--- src/pkg/positioner_pkg.sv ---
package positioner_pkg;

	// Clock rate and the default interval between two microsteps.
	localparam int CLK_FREQ_HZ      = 20_000_000;
	localparam int STEP_PERIOD_US   = 1000;
	localparam int STEP_DIV_CYCLES  = STEP_PERIOD_US * (CLK_FREQ_HZ / 1_000_000);

	// Register byte offsets on the AXI4-Lite port.
	localparam logic [7:0] OFF_CTRL       = 8'h00;
	localparam logic [7:0] OFF_CFG        = 8'h04;
	localparam logic [7:0] OFF_MOVE_DIST  = 8'h08;
	localparam logic [7:0] OFF_STEPS_UNIT = 8'h0C;
	localparam logic [7:0] OFF_BACKLASH   = 8'h10;
	localparam logic [7:0] OFF_HOME_OFS   = 8'h14;
	localparam logic [7:0] OFF_STEP_DIV   = 8'h18;
	localparam logic [7:0] OFF_STEPS_REV  = 8'h1C;
	localparam logic [7:0] OFF_POSITION   = 8'h20;
	localparam logic [7:0] OFF_REPORT     = 8'h24;
	localparam logic [7:0] OFF_STATUS     = 8'h28;
	localparam logic [7:0] OFF_IRQ_STAT   = 8'h2C;
	localparam logic [7:0] OFF_IRQ_CLR    = 8'h30;
	localparam logic [7:0] OFF_IRQ_EN     = 8'h34;

	// Command bits of the control register (write one to issue).
	localparam int CTRL_MOVE   = 0;
	localparam int CTRL_HOME   = 1;
	localparam int CTRL_STOP   = 2;
	localparam int CTRL_REPORT = 3;

	// Configuration bits.
	localparam int CFG_BACKLASH = 0;
	localparam int CFG_ROTARY   = 1;

	// Status bits.
	localparam int STAT_BUSY     = 0;
	localparam int STAT_HOMED    = 1;
	localparam int STAT_REP_BUSY = 2;
	localparam int STAT_LIMIT    = 3;
	localparam int STAT_DIR      = 4;

	// Interrupt event bits.
	localparam int IRQ_MOVE_DONE = 0;
	localparam int IRQ_HOME_DONE = 1;
	localparam int IRQ_LIMIT     = 2;
	localparam int IRQ_REPORT    = 3;
	localparam int IRQ_W         = 4;

	// Values after reset.
	localparam logic [31:0] CFG_RESET        = 32'h00000001;
	localparam logic [31:0] STEPS_UNIT_RESET = 32'h00000800;
	localparam logic [31:0] BACKLASH_RESET   = 32'h00000400;
	localparam logic [31:0] HOME_OFS_RESET   = 32'h00000800;
	localparam logic [31:0] STEPS_REV_RESET  = 32'h00064000;

	localparam logic [1:0] RESP_OKAY   = 2'h0;
	localparam logic [1:0] RESP_SLVERR = 2'h2;

	typedef enum {MOT_IDLE, MOT_MOVE, MOT_SEEK, MOT_OFFSET} motion_state_t;
	typedef enum {REP_IDLE, REP_WRAP, REP_SCALE} report_state_t;

endpackage

--- src/hw/pos_divider.sv ---
`timescale 1ns/1ps
// Signed dividend over unsigned divisor, floor quotient and non-negative remainder.
module pos_divider (
	input  wire logic               clk_sys,
	input  wire logic               rst,
	input  wire logic               start,
	input  wire logic signed [31:0] dividend,
	input  wire logic        [31:0] divisor,
	output logic                    busy,
	output logic                    done,
	output logic signed [31:0]      quotient,
	output logic        [31:0]      remainder
);
	logic        busy_reg, busy_next, done_reg, done_next, neg_reg, neg_next;
	logic [5:0]  cnt_reg, cnt_next;
	logic [31:0] q_reg, q_next, den_reg, den_next, quot_reg, quot_next, rem_out_reg, rem_out_next;
	logic [32:0] r_reg, r_next, trial;

	// Restoring division, one bit per cycle, then a sign fix so results round toward minus.
	always_comb begin
		busy_next    = busy_reg;
		done_next    = 1'b0;
		neg_next     = neg_reg;
		cnt_next     = cnt_reg;
		q_next       = q_reg;
		r_next       = r_reg;
		den_next     = den_reg;
		quot_next    = quot_reg;
		rem_out_next = rem_out_reg;
		trial        = {r_reg[31:0], q_reg[31]};
		if (!busy_reg && start) begin
			busy_next = 1'b1;
			neg_next  = dividend[31];
			q_next    = dividend[31] ? 32'(-dividend) : 32'(dividend);
			r_next    = 33'h000000000;
			den_next  = divisor;
			cnt_next  = 6'h20;
		end else if (busy_reg && cnt_reg != 6'h00) begin
			cnt_next = cnt_reg - 6'h01;
			if (trial >= {1'b0, den_reg}) begin
				r_next = trial - {1'b0, den_reg};
				q_next = {q_reg[30:0], 1'b1};
			end else begin
				r_next = trial;
				q_next = {q_reg[30:0], 1'b0};
			end
		end else if (busy_reg) begin
			busy_next = 1'b0;
			done_next = 1'b1;
			if (neg_reg && r_reg != 33'h000000000) begin
				quot_next    = ~q_reg;
				rem_out_next = den_reg - r_reg[31:0];
			end else begin
				quot_next    = neg_reg ? 32'(-q_reg) : q_reg;
				rem_out_next = r_reg[31:0];
			end
		end
	end

	always_ff @(posedge clk_sys or posedge rst) begin
		if (rst) begin
			busy_reg    <= 1'b0;
			done_reg    <= 1'b0;
			neg_reg     <= 1'b0;
			cnt_reg     <= 6'h00;
			q_reg       <= 32'h00000000;
			r_reg       <= 33'h000000000;
			den_reg     <= 32'h00000000;
			quot_reg    <= 32'h00000000;
			rem_out_reg <= 32'h00000000;
		end else begin
			busy_reg    <= busy_next;
			done_reg    <= done_next;
			neg_reg     <= neg_next;
			cnt_reg     <= cnt_next;
			q_reg       <= q_next;
			r_reg       <= r_next;
			den_reg     <= den_next;
			quot_reg    <= quot_next;
			rem_out_reg <= rem_out_next;
		end
	end

	assign busy      = busy_reg;
	assign done      = done_reg;
	assign quotient  = $signed(quot_reg);
	assign remainder = rem_out_reg;
endmodule // pos_divider

--- src/hw/stepper_stage_positioner.sv ---
`timescale 1ns/1ps
// Function
// - Convert motion-unit move distance into microsteps.
// - Net microstep counter, up positive, down negative.
// - Report converts counter back into motion units.
// - Reset clears counter; axis starts unhomed.
// - Home: seek negative limit, offset, zero.
// - Linear stage stops when negative limit asserts.
// - Rotary stage moves through datum switch freely.
// - Rotary reports wrap into one revolution, 0 to below 200 units at reset values.
// - Moving current while stepping, holding when stationary.
// - Negative moves overshoot, then approach positively.
// - Backlash correction on after reset, can disable.
// - Positive direction means increasing absolute position.
module stepper_stage_positioner #(
	parameter logic [31:0] STEP_DIV_DEFAULT = 32'(positioner_pkg::STEP_DIV_CYCLES)
) (
	input  wire logic        clk_sys,
	input  wire logic        rst,
	input  wire logic [7:0]  s_axi_awaddr,
	input  wire logic        s_axi_awvalid,
	output logic             s_axi_awready,
	input  wire logic [31:0] s_axi_wdata,
	input  wire logic [3:0]  s_axi_wstrb,
	input  wire logic        s_axi_wvalid,
	output logic             s_axi_wready,
	output logic [1:0]       s_axi_bresp,
	output logic             s_axi_bvalid,
	input  wire logic        s_axi_bready,
	input  wire logic [7:0]  s_axi_araddr,
	input  wire logic        s_axi_arvalid,
	output logic             s_axi_arready,
	output logic [31:0]      s_axi_rdata,
	output logic [1:0]       s_axi_rresp,
	output logic             s_axi_rvalid,
	input  wire logic        s_axi_rready,
	input  wire logic        limit_neg_pin,
	output logic             step_pulse,
	output logic             step_dir,
	output logic             move_current,
	output logic             irq
);
	// Bus and register state.
	logic        aw_held_reg, aw_held_next, w_held_reg, w_held_next, bvalid_reg, bvalid_next;
	logic        rvalid_reg, rvalid_next;
	logic [1:0]  bresp_reg, bresp_next, rresp_reg, rresp_next;
	logic [7:0]  awaddr_reg, awaddr_next;
	logic [3:0]  wstrb_reg, wstrb_next;
	logic [31:0] wdata_reg, wdata_next, rdata_reg, rdata_next;
	logic [31:0] cfg_reg, cfg_next, dist_reg, dist_next, spu_reg, spu_next;
	logic [31:0] backlash_reg, backlash_next, home_ofs_reg, home_ofs_next;
	logic [31:0] step_div_reg, step_div_next, rev_reg, rev_next;
	localparam int IRQ_W_L = positioner_pkg::IRQ_W;
	logic [IRQ_W_L-1:0] irq_en_reg, irq_en_next, irq_stat_reg, irq_stat_next;
	logic        wr_fire, wr_ok, cmd_move, cmd_home, cmd_stop, cmd_report;
	logic [7:0]  wr_addr, rd_addr;

	// Step rate, limit sync, motion and report state.
	logic [31:0] rate_cnt_reg, rate_cnt_next;
	logic        tick;
	logic        lim_meta_reg, lim_sync_reg;
	positioner_pkg::motion_state_t mstate_reg, mstate_next;
	positioner_pkg::report_state_t rstate_reg, rstate_next;
	logic signed [31:0] pos_reg, pos_next, report_reg, report_next;
	logic [31:0] remain_reg, remain_next;
	logic        dir_reg, dir_next, leg2_reg, leg2_next, homed_reg, homed_next;
	logic        step_reg, step_next;
	logic        ev_move, ev_home, ev_limit, ev_report;
	logic signed [64:0] prod;
	logic signed [31:0] req_steps;
	logic [31:0] req_mag;
	logic        div_start, div_busy, div_done;
	logic signed [31:0] div_dividend, div_quot;
	logic [31:0] div_divisor, div_rem;
	logic        rotary;

	assign rotary = cfg_reg[positioner_pkg::CFG_ROTARY];

	// Merge a write into a register honouring the byte strobes.
	function automatic logic [31:0] merge(input logic [31:0] old, input logic [31:0] data,
			input logic [3:0] strb);
		logic [31:0] res;
		res = old;
		for (int i = 0; i < 4; i++) begin
			if (strb[i]) begin
				res[8*i +: 8] = data[8*i +: 8];
			end
		end
		return res;
	endfunction

	// Address and data are held separately, so either may arrive first.
	assign s_axi_awready = !aw_held_reg && !bvalid_reg;
	assign s_axi_wready  = !w_held_reg && !bvalid_reg;
	assign s_axi_arready = !rvalid_reg;
	assign wr_fire       = aw_held_reg && w_held_reg && !bvalid_reg;
	assign wr_addr       = awaddr_reg & 8'hFC;
	assign rd_addr       = s_axi_araddr & 8'hFC;
	assign cmd_move      = wr_fire && wr_addr == positioner_pkg::OFF_CTRL && wstrb_reg[0]
			&& wdata_reg[positioner_pkg::CTRL_MOVE];
	assign cmd_home      = wr_fire && wr_addr == positioner_pkg::OFF_CTRL && wstrb_reg[0]
			&& wdata_reg[positioner_pkg::CTRL_HOME];
	assign cmd_stop      = wr_fire && wr_addr == positioner_pkg::OFF_CTRL && wstrb_reg[0]
			&& wdata_reg[positioner_pkg::CTRL_STOP];
	assign cmd_report    = wr_fire && wr_addr == positioner_pkg::OFF_CTRL && wstrb_reg[0]
			&& wdata_reg[positioner_pkg::CTRL_REPORT];

	// Register file, write path, read path and sticky interrupt status.
	always_comb begin
		aw_held_next  = aw_held_reg;
		w_held_next   = w_held_reg;
		awaddr_next   = awaddr_reg;
		wdata_next    = wdata_reg;
		wstrb_next    = wstrb_reg;
		bvalid_next   = bvalid_reg && !s_axi_bready;
		bresp_next    = bresp_reg;
		rvalid_next   = rvalid_reg && !s_axi_rready;
		rresp_next    = rresp_reg;
		rdata_next    = rdata_reg;
		cfg_next      = cfg_reg;
		dist_next     = dist_reg;
		spu_next      = spu_reg;
		backlash_next = backlash_reg;
		home_ofs_next = home_ofs_reg;
		step_div_next = step_div_reg;
		rev_next      = rev_reg;
		irq_en_next   = irq_en_reg;
		irq_stat_next = irq_stat_reg;
		wr_ok         = 1'b1;
		if (s_axi_awvalid && s_axi_awready) begin
			aw_held_next = 1'b1;
			awaddr_next  = s_axi_awaddr;
		end
		if (s_axi_wvalid && s_axi_wready) begin
			w_held_next = 1'b1;
			wdata_next  = s_axi_wdata;
			wstrb_next  = s_axi_wstrb;
		end
		if (wr_fire) begin
			aw_held_next = 1'b0;
			w_held_next  = 1'b0;
			bvalid_next  = 1'b1;
			unique case (wr_addr)
				positioner_pkg::OFF_CTRL: ;
				positioner_pkg::OFF_CFG: cfg_next = merge(cfg_reg, wdata_reg, wstrb_reg);
				positioner_pkg::OFF_MOVE_DIST: dist_next = merge(dist_reg, wdata_reg, wstrb_reg);
				positioner_pkg::OFF_STEPS_UNIT: spu_next = merge(spu_reg, wdata_reg, wstrb_reg);
				positioner_pkg::OFF_BACKLASH: backlash_next = merge(backlash_reg, wdata_reg, wstrb_reg);
				positioner_pkg::OFF_HOME_OFS: home_ofs_next = merge(home_ofs_reg, wdata_reg, wstrb_reg);
				positioner_pkg::OFF_STEP_DIV: step_div_next = merge(step_div_reg, wdata_reg, wstrb_reg);
				positioner_pkg::OFF_STEPS_REV: rev_next = merge(rev_reg, wdata_reg, wstrb_reg);
				positioner_pkg::OFF_IRQ_CLR: irq_stat_next = irq_stat_reg & ~wdata_reg[IRQ_W_L-1:0];
				positioner_pkg::OFF_IRQ_EN: irq_en_next = wdata_reg[IRQ_W_L-1:0];
				default: wr_ok = 1'b0;
			endcase
			bresp_next = wr_ok ? positioner_pkg::RESP_OKAY : positioner_pkg::RESP_SLVERR;
		end
		// Events are applied after the clear so a same-cycle event is never lost.
		irq_stat_next[positioner_pkg::IRQ_MOVE_DONE] |= ev_move;
		irq_stat_next[positioner_pkg::IRQ_HOME_DONE] |= ev_home;
		irq_stat_next[positioner_pkg::IRQ_LIMIT]     |= ev_limit;
		irq_stat_next[positioner_pkg::IRQ_REPORT]    |= ev_report;
		if (s_axi_arvalid && s_axi_arready) begin
			rvalid_next = 1'b1;
			rresp_next  = positioner_pkg::RESP_OKAY;
			unique case (rd_addr)
				positioner_pkg::OFF_CTRL, positioner_pkg::OFF_IRQ_CLR: rdata_next = 32'h00000000;
				positioner_pkg::OFF_CFG: rdata_next = cfg_reg;
				positioner_pkg::OFF_MOVE_DIST: rdata_next = dist_reg;
				positioner_pkg::OFF_STEPS_UNIT: rdata_next = spu_reg;
				positioner_pkg::OFF_BACKLASH: rdata_next = backlash_reg;
				positioner_pkg::OFF_HOME_OFS: rdata_next = home_ofs_reg;
				positioner_pkg::OFF_STEP_DIV: rdata_next = step_div_reg;
				positioner_pkg::OFF_STEPS_REV: rdata_next = rev_reg;
				positioner_pkg::OFF_POSITION: rdata_next = pos_reg;
				positioner_pkg::OFF_REPORT: rdata_next = report_reg;
				positioner_pkg::OFF_STATUS: rdata_next = {27'h0000000, dir_reg, lim_sync_reg,
						rstate_reg != positioner_pkg::REP_IDLE, homed_reg,
						mstate_reg != positioner_pkg::MOT_IDLE};
				positioner_pkg::OFF_IRQ_STAT: rdata_next = {28'h0000000, irq_stat_reg};
				positioner_pkg::OFF_IRQ_EN: rdata_next = {28'h0000000, irq_en_reg};
				default: begin
					rdata_next = 32'h00000000;
					rresp_next = positioner_pkg::RESP_SLVERR;
				end
			endcase
		end
	end

	always_ff @(posedge clk_sys or posedge rst) begin
		if (rst) begin
			aw_held_reg  <= 1'b0;
			w_held_reg   <= 1'b0;
			awaddr_reg   <= 8'h00;
			wdata_reg    <= 32'h00000000;
			wstrb_reg    <= 4'h0;
			bvalid_reg   <= 1'b0;
			bresp_reg    <= 2'h0;
			rvalid_reg   <= 1'b0;
			rresp_reg    <= 2'h0;
			rdata_reg    <= 32'h00000000;
			cfg_reg      <= positioner_pkg::CFG_RESET;
			dist_reg     <= 32'h00000000;
			spu_reg      <= positioner_pkg::STEPS_UNIT_RESET;
			backlash_reg <= positioner_pkg::BACKLASH_RESET;
			home_ofs_reg <= positioner_pkg::HOME_OFS_RESET;
			step_div_reg <= STEP_DIV_DEFAULT;
			rev_reg      <= positioner_pkg::STEPS_REV_RESET;
			irq_en_reg   <= 4'h0;
			irq_stat_reg <= 4'h0;
		end else begin
			aw_held_reg  <= aw_held_next;
			w_held_reg   <= w_held_next;
			awaddr_reg   <= awaddr_next;
			wdata_reg    <= wdata_next;
			wstrb_reg    <= wstrb_next;
			bvalid_reg   <= bvalid_next;
			bresp_reg    <= bresp_next;
			rvalid_reg   <= rvalid_next;
			rresp_reg    <= rresp_next;
			rdata_reg    <= rdata_next;
			cfg_reg      <= cfg_next;
			dist_reg     <= dist_next;
			spu_reg      <= spu_next;
			backlash_reg <= backlash_next;
			home_ofs_reg <= home_ofs_next;
			step_div_reg <= step_div_next;
			rev_reg      <= rev_next;
			irq_en_reg   <= irq_en_next;
			irq_stat_reg <= irq_stat_next;
		end
	end

	// Free-running step rate divider; a zero divisor steps on every cycle.
	assign tick = (rate_cnt_reg == 32'h00000000);
	always_comb begin
		rate_cnt_next = tick ? ((step_div_reg == 32'h00000000) ? 32'h00000000
				: step_div_reg - 32'h00000001) : rate_cnt_reg - 32'h00000001;
	end

	// The limit switch is asynchronous; only the second flop is used.
	always_ff @(posedge clk_sys or posedge rst) begin
		if (rst) begin
			rate_cnt_reg <= 32'h00000000;
			lim_meta_reg <= 1'b0;
			lim_sync_reg <= 1'b0;
		end else begin
			rate_cnt_reg <= rate_cnt_next;
			lim_meta_reg <= limit_neg_pin;
			lim_sync_reg <= lim_meta_reg;
		end
	end

	// Distance in units times microsteps per unit; overflow wraps, so keep moves sane.
	assign prod      = $signed(dist_reg) * $signed({1'b0, spu_reg});
	assign req_steps = prod[31:0];
	assign req_mag   = req_steps[31] ? 32'(-req_steps) : 32'(req_steps);

	// Motion sequencer: moves, backlash legs, homing and limit stops.
	always_comb begin
		mstate_next = mstate_reg;
		pos_next    = pos_reg;
		remain_next = remain_reg;
		dir_next    = dir_reg;
		leg2_next   = leg2_reg;
		homed_next  = homed_reg;
		step_next   = 1'b0;
		ev_move     = 1'b0;
		ev_home     = 1'b0;
		ev_limit    = 1'b0;
		unique case (mstate_reg)
			positioner_pkg::MOT_IDLE: begin
				if (cmd_home) begin
					mstate_next = positioner_pkg::MOT_SEEK;
					dir_next    = 1'b0;
				end else if (cmd_move) begin
					mstate_next = positioner_pkg::MOT_MOVE;
					if (!req_steps[31] || !cfg_reg[positioner_pkg::CFG_BACKLASH]) begin
						remain_next = req_mag;
						dir_next    = !req_steps[31];
						leg2_next   = 1'b0;
					end else begin
						remain_next = req_mag + backlash_reg;
						dir_next    = 1'b0;
						leg2_next   = (backlash_reg != 32'h00000000);
					end
				end
			end
			positioner_pkg::MOT_MOVE: begin
				if (!rotary && !dir_reg && lim_sync_reg) begin
					mstate_next = positioner_pkg::MOT_IDLE;
					ev_limit    = 1'b1;
				end else if (remain_reg == 32'h00000000) begin
					if (leg2_reg) begin
						remain_next = backlash_reg;
						dir_next    = 1'b1;
						leg2_next   = 1'b0;
					end else begin
						mstate_next = positioner_pkg::MOT_IDLE;
						ev_move     = 1'b1;
					end
				end else if (tick) begin
					step_next   = 1'b1;
					remain_next = remain_reg - 32'h00000001;
					pos_next    = dir_reg ? pos_reg + 32'sh1 : pos_reg - 32'sh1;
				end
			end
			positioner_pkg::MOT_SEEK: begin
				if (lim_sync_reg) begin
					mstate_next = positioner_pkg::MOT_OFFSET;
					remain_next = home_ofs_reg;
					dir_next    = 1'b1;
				end else if (tick) begin
					step_next = 1'b1;
					pos_next  = pos_reg - 32'sh1;
				end
			end
			positioner_pkg::MOT_OFFSET: begin
				if (remain_reg == 32'h00000000) begin
					mstate_next = positioner_pkg::MOT_IDLE;
					pos_next    = 32'sh0;
					homed_next  = 1'b1;
					ev_home     = 1'b1;
				end else if (tick) begin
					step_next   = 1'b1;
					remain_next = remain_reg - 32'h00000001;
					pos_next    = pos_reg + 32'sh1;
				end
			end
		endcase
		// Stop abandons any sequence; an interrupted home leaves the axis unhomed.
		if (cmd_stop && mstate_reg != positioner_pkg::MOT_IDLE) begin
			mstate_next = positioner_pkg::MOT_IDLE;
			step_next   = 1'b0;
			if (mstate_reg != positioner_pkg::MOT_MOVE) begin
				homed_next = 1'b0;
			end
		end
		if (cmd_home && mstate_reg == positioner_pkg::MOT_IDLE) begin
			homed_next = 1'b0;
		end
	end

	always_ff @(posedge clk_sys or posedge rst) begin
		if (rst) begin
			mstate_reg <= positioner_pkg::MOT_IDLE;
			pos_reg    <= 32'sh0;
			remain_reg <= 32'h00000000;
			dir_reg    <= 1'b1;
			leg2_reg   <= 1'b0;
			homed_reg  <= 1'b0;
			step_reg   <= 1'b0;
		end else begin
			mstate_reg <= mstate_next;
			pos_reg    <= pos_next;
			remain_reg <= remain_next;
			dir_reg    <= dir_next;
			leg2_reg   <= leg2_next;
			homed_reg  <= homed_next;
			step_reg   <= step_next;
		end
	end

	// Report: rotary first wraps into one revolution, then scales to units.
	always_comb begin
		rstate_next  = rstate_reg;
		report_next  = report_reg;
		div_start    = 1'b0;
		div_dividend = pos_reg;
		div_divisor  = spu_reg;
		ev_report    = 1'b0;
		unique case (rstate_reg)
			positioner_pkg::REP_IDLE: begin
				if (cmd_report && !div_busy) begin
					div_start   = 1'b1;
					div_divisor = rotary ? rev_reg : spu_reg;
					rstate_next = rotary ? positioner_pkg::REP_WRAP : positioner_pkg::REP_SCALE;
				end
			end
			positioner_pkg::REP_WRAP: begin
				if (div_done) begin
					div_start    = 1'b1;
					div_dividend = $signed(div_rem);
					rstate_next  = positioner_pkg::REP_SCALE;
				end
			end
			positioner_pkg::REP_SCALE: begin
				if (div_done) begin
					report_next = div_quot;
					rstate_next = positioner_pkg::REP_IDLE;
					ev_report   = 1'b1;
				end
			end
		endcase
	end

	always_ff @(posedge clk_sys or posedge rst) begin
		if (rst) begin
			rstate_reg <= positioner_pkg::REP_IDLE;
			report_reg <= 32'sh0;
		end else begin
			rstate_reg <= rstate_next;
			report_reg <= report_next;
		end
	end

	pos_divider u_div (
		.clk_sys   (clk_sys),
		.rst       (rst),
		.start     (div_start),
		.dividend  (div_dividend),
		.divisor   (div_divisor),
		.busy      (div_busy),
		.done      (div_done),
		.quotient  (div_quot),
		.remainder (div_rem)
	);

	assign s_axi_bvalid = bvalid_reg;
	assign s_axi_bresp  = bresp_reg;
	assign s_axi_rvalid = rvalid_reg;
	assign s_axi_rresp  = rresp_reg;
	assign s_axi_rdata  = rdata_reg;
	assign step_pulse   = step_reg;
	assign step_dir     = dir_reg;
	assign move_current = (mstate_reg != positioner_pkg::MOT_IDLE);
	assign irq          = |(irq_stat_reg & irq_en_reg);
endmodule // stepper_stage_positioner

--- config.mk ---
export PLATFORM = sky130hd
export DESIGN_NAME = stepper_stage_positioner
export DESIGN_NICKNAME = d
export VERILOG_FILES = /design/src/pkg/positioner_pkg.sv /design/src/hw/pos_divider.sv /design/src/hw/stepper_stage_positioner.sv
export SDC_FILE = /design/constraint.sdc
export NUM_CORES = 2
export LEC_CHECK = 0
export BUFFER_PORTS_ARGS = -buffer_cell sky130_fd_sc_hd__buf_4
export CAP_MARGIN = 20
export CORE_ASPECT_RATIO = 0.7
export CORE_MARGIN = 1
export CORE_UTILIZATION = 40
export CTS_BUF_LIST = sky130_fd_sc_hd__clkbuf_8
export DETAILED_ROUTE_END_ITERATION = 8
export PLACE_DENSITY = 0.6
export SKIP_LAST_GASP = 1
export SLEW_MARGIN = 20
export SYNTH_ARGS = -nofsm -noshare
export SYNTH_HDL_FRONTEND = slang
export SYNTH_SLANG_ARGS = --single-unit
--- constraint.sdc ---
create_clock -name clk_sys -period 56.7 [get_ports clk_sys]
set_input_delay 11.34 -clock clk_sys [delete_from_list [all_inputs] [get_ports clk_sys]]
set_output_delay 11.34 -clock clk_sys [all_outputs]
set_load 0.1 [all_outputs]
==> results.sh <==
export IMPL_largest_reg_flops=33
export IMPL_postRouteAntennaNets=0
export IMPL_cts_root_buf="clkbuf_8"
export IMPL_drv_slew=0
export IMPL_ios=105
export IMPL_power_density_nw_per_um2=40.2
export IMPL_synth_xor_area_share_pct=5.03
export IMPL_yosys_area_share_simple_pct=15.7
export IMPL_ctsResizeCount=0
export IMPL_synth_area_leaders="dfrtp_1 (28%), fa_1 (15%), mux2_2 (6.3%)"
export IMPL_critPathMaxFanout=49
export IMPL_cts_buffers=98
export IMPL_core_region_area_um2=134000
export IMPL_via_per_inst=5.89
export IMPL_met2WireLength_mm=76.6
export IMPL_crit_arrival_ps=3160
export IMPL_pre_cts_slack_ps=42010
export IMPL_wl_met1_mm=85.9
export IMPL_setup_slack_ps=42200
export IMPL_synth_top_family_by_area="adder cells"
export IMPL_io_buffers=98
export IMPL_p_leak_nw=27.8
export IMPL_overflow=0
export IMPL_design_die_area_um2=138000
export IMPL_grt_max_degree=169
export IMPL_clock_path_buffers=3
export IMPL_firstDrtPassIters=6
export IMPL_cp_end_kind="output port"
export IMPL_placedInstanceArea_um2=57000
export IMPL_clk_latency_ps=820
export IMPL_maxCapViolCount=0
export IMPL_synth_compound_area_share_pct=14.8
export IMPL_htreeDepth=3
export IMPL_combPwrFrac_pct=50.5
export IMPL_path_class="reg -> out"
export IMPL_crit_required_ps=45360
export IMPL_crit_chain="inv_1 > ha_2 > buf_4 > clkinv_1 > buf_4"
export IMPL_synth_seq_cells=620
export IMPL_wl_per_cell_um=24.2
export IMPL_fin_area_um2=59300
export IMPL_grt_pass1_wl_mm=281
export IMPL_n_fill_cell=12916
export IMPL_post_synth_top_count_cell="dfrtp_1"
export IMPL_fmax_ghz=0.0689
export IMPL_wirelength_mm=186
export IMPL_p_sw_w=0.00116
export IMPL_worst_pin_slew_ps=1150
export IMPL_hold_viol=0
export IMPL_placed_cells=7500
export IMPL_yosys_warnings=0
export IMPL_synth_cells=5871
export IMPL_rows=112
export IMPL_synthAdderAreaFrac_pct=21.2
export IMPL_drive_gt1_share_pct=12.9
export IMPL_synthMuxAreaShare_pct=8.31
export IMPL_worst_path_most_repeated_cell="buf_4"
export IMPL_die_x_um=443
export IMPL_hold_worst_slack_ps=393
export IMPL_netSwitchingFraction_pct=48.5
export IMPL_drc=0
export IMPL_start_util_pct=40.6
export IMPL_cpPeakStageDelay_ps=690
export IMPL_clk_pin_slew_ps=70
export IMPL_final_cell_count_no_fill=7684
export IMPL_grt_usage_pct=26.8
export IMPL_synthTopCellsByCount="dfrtp_1 (607), inv_1 (559), nand2_1 (520), fa_1 (411), and2_1 (345)"
export IMPL_fin_crit_sh_pct=25.6
export IMPL_vias=45263
export IMPL_synth_top_area_share_pct=27.9
export IMPL_wl_met3_mm=18.8
export IMPL_postSynth_asyncResetShare_pct=100
export IMPL_cts_hold_buffers=0
export IMPL_synth_edf_count=0
export IMPL_cts_tree="built"
export IMPL_seqPwrFrac_pct=30.3
export IMPL_antenna_found_initial=6
export IMPL_gp_congestion=0.967
export IMPL_syn_area_per_cell_um2=9.27
export IMPL_yosysSeqAreaShare_pct=28.5
export IMPL_relSlewSlack_pct=22.7
export IMPL_ys_types=101
export IMPL_synth_area_um2=54400
export IMPL_grt_pass1_vias=43441
export IMPL_min_period_ps=14500
export IMPL_clkPwrFrac_pct=19.2
export IMPL_setup_viol=0
export IMPL_finClkSkew_ps=76.4
export IMPL_yosys_area_top_type="dfrtp_1"
export IMPL_clock_sinks=620
export IMPL_finalNetCount=6571
export IMPL_critPathLaunchType="flop"
export IMPL_rsz0062_at_grt="false"
export IMPL_ir_drop_v=0.0000386
export IMPL_area_growth_pct=8.90
export IMPL_p_int_w=0.00123
export IMPL_outcome="completed"
export IMPL_dp_hpwl_mm=141
export IMPL_drt_iter0_markers=5010
export IMPL_setup_tns_ps=0
export IMPL_min_path_type="reg -> reg"
export IMPL_cts_post_setup_buffers_inserted=0
export IMPL_fp_dieH_um=311
export IMPL_synth_top_flop_cell="dfrtp_1"
export IMPL_crit_path_top_delay_cell="clkinv_1"
export IMPL_highest_layer="met4"
layout by cell type (no fill, tap or decap), types with 20 or more instances in the layout:
cell,Yosys,routed
and2_1,345,344
xor2_1,124,123
or4_1,23,23
nor4_1,53,51
nand3_1,105,105
clkbuf_8,0,123
a21o_1,57,57
a221oi_1,59,59
o31ai_1,55,55
ha_1,266,265
or3_1,39,39
and3_1,37,37
a22o_1,46,46
nand4_1,26,26
nand2_1,520,514
o21ai_1,22,20
nor2_1,295,286
a22oi_1,120,120
xnor2_1,186,185
a31oi_1,30,30
buf_4,3,197
nor3_1,127,122
nand2b_1,39,39
o21bai_1,24,24
o21a_1,27,27
dfrtp_1,607,604
mux2_2,303,303
fa_1,411,411
a21oi_1,275,275
o22ai_1,62,62
o21ai_0,317,316
mux2i_1,111,111
inv_1,559,577
power by group through the flow:
stage,combinational [W],sequential [W],clock [W]
4_1_cts,0.00118,0.000713,0.000463
3_5_place_dp,0.00117,0.000720,0
5_1_grt,0.00130,0.000729,0.000481
6_report,0.00120,0.000723,0.000458
2_1_floorplan,0.000857,0.000620,0
3_3_place_gp,0.00115,0.000717,0
critical path: cells and delay by family, from the launching register on:
family	cells	cell delay, ps
buffers and inverters	4	1760
adder cells (fa/ha/maj)	1	170
flip-flops	1	430
stage by stage:
step	total power [W]	util, %
final	0.00238	44.2
after global routing	0.00251	44.2
after CTS	0.00235	44.2
after detailed placement	0.00189	42.5
after global placement	0.00187	42.4
after floorplan	0.00148	-
cell type report:
class / instances / area (um2) / area share [%]
clock inverter: 56 / 586 / 0.988
timing repair buffer: 199 / 1520 / 2.56
tap: 1767 / 2210 / 3.73
clock buffer: 123 / 1690 / 2.86
antenna: 4 / 10.0 / 0.0169
multi-input combinational: 4353 / 35600 / 60.1
sequential: 620 / 15500 / 26.2
inverter: 562 / 2120 / 3.57
logic make-up after synthesis:
| kind of cell | Yosys count |
|---|---|
| compound gates | 1248 |
| fa+ha+maj | 677 |
| flops | 620 |
| buf+inv | 899 |
| xor+xnor | 311 |
| mux | 414 |
| simple gates | 1701 |
| other cells | 1 |
final timing paths:
check                                         to  slack [ps]     startpoint  cells after the start
max in group asynchronous       backlash_reg[31]       42870            rst                      5
worst max-delay path                move_current       42200  mstate_reg[0]                      5
worst min-delay path                lim_sync_reg         390   lim_meta_reg                      0
worst min register to register      lim_sync_reg         390   lim_meta_reg                      0
min in group asynchronous           wdata_reg[6]       10640            rst                      2
worst max register to register    remain_reg[28]       44460    dist_reg[9]                     38
per-layer routing:
metal | GRT usage (%) | vias to the layer above
met1 | 40.9 | 22873
met4 | 7.46 | 0
met5 | 0 | -
met3 | 6.07 | 254
met2 | 37.4 | 2014
li1 | - | 20122
No activity file was read; power rests on OpenSTA's default activity.
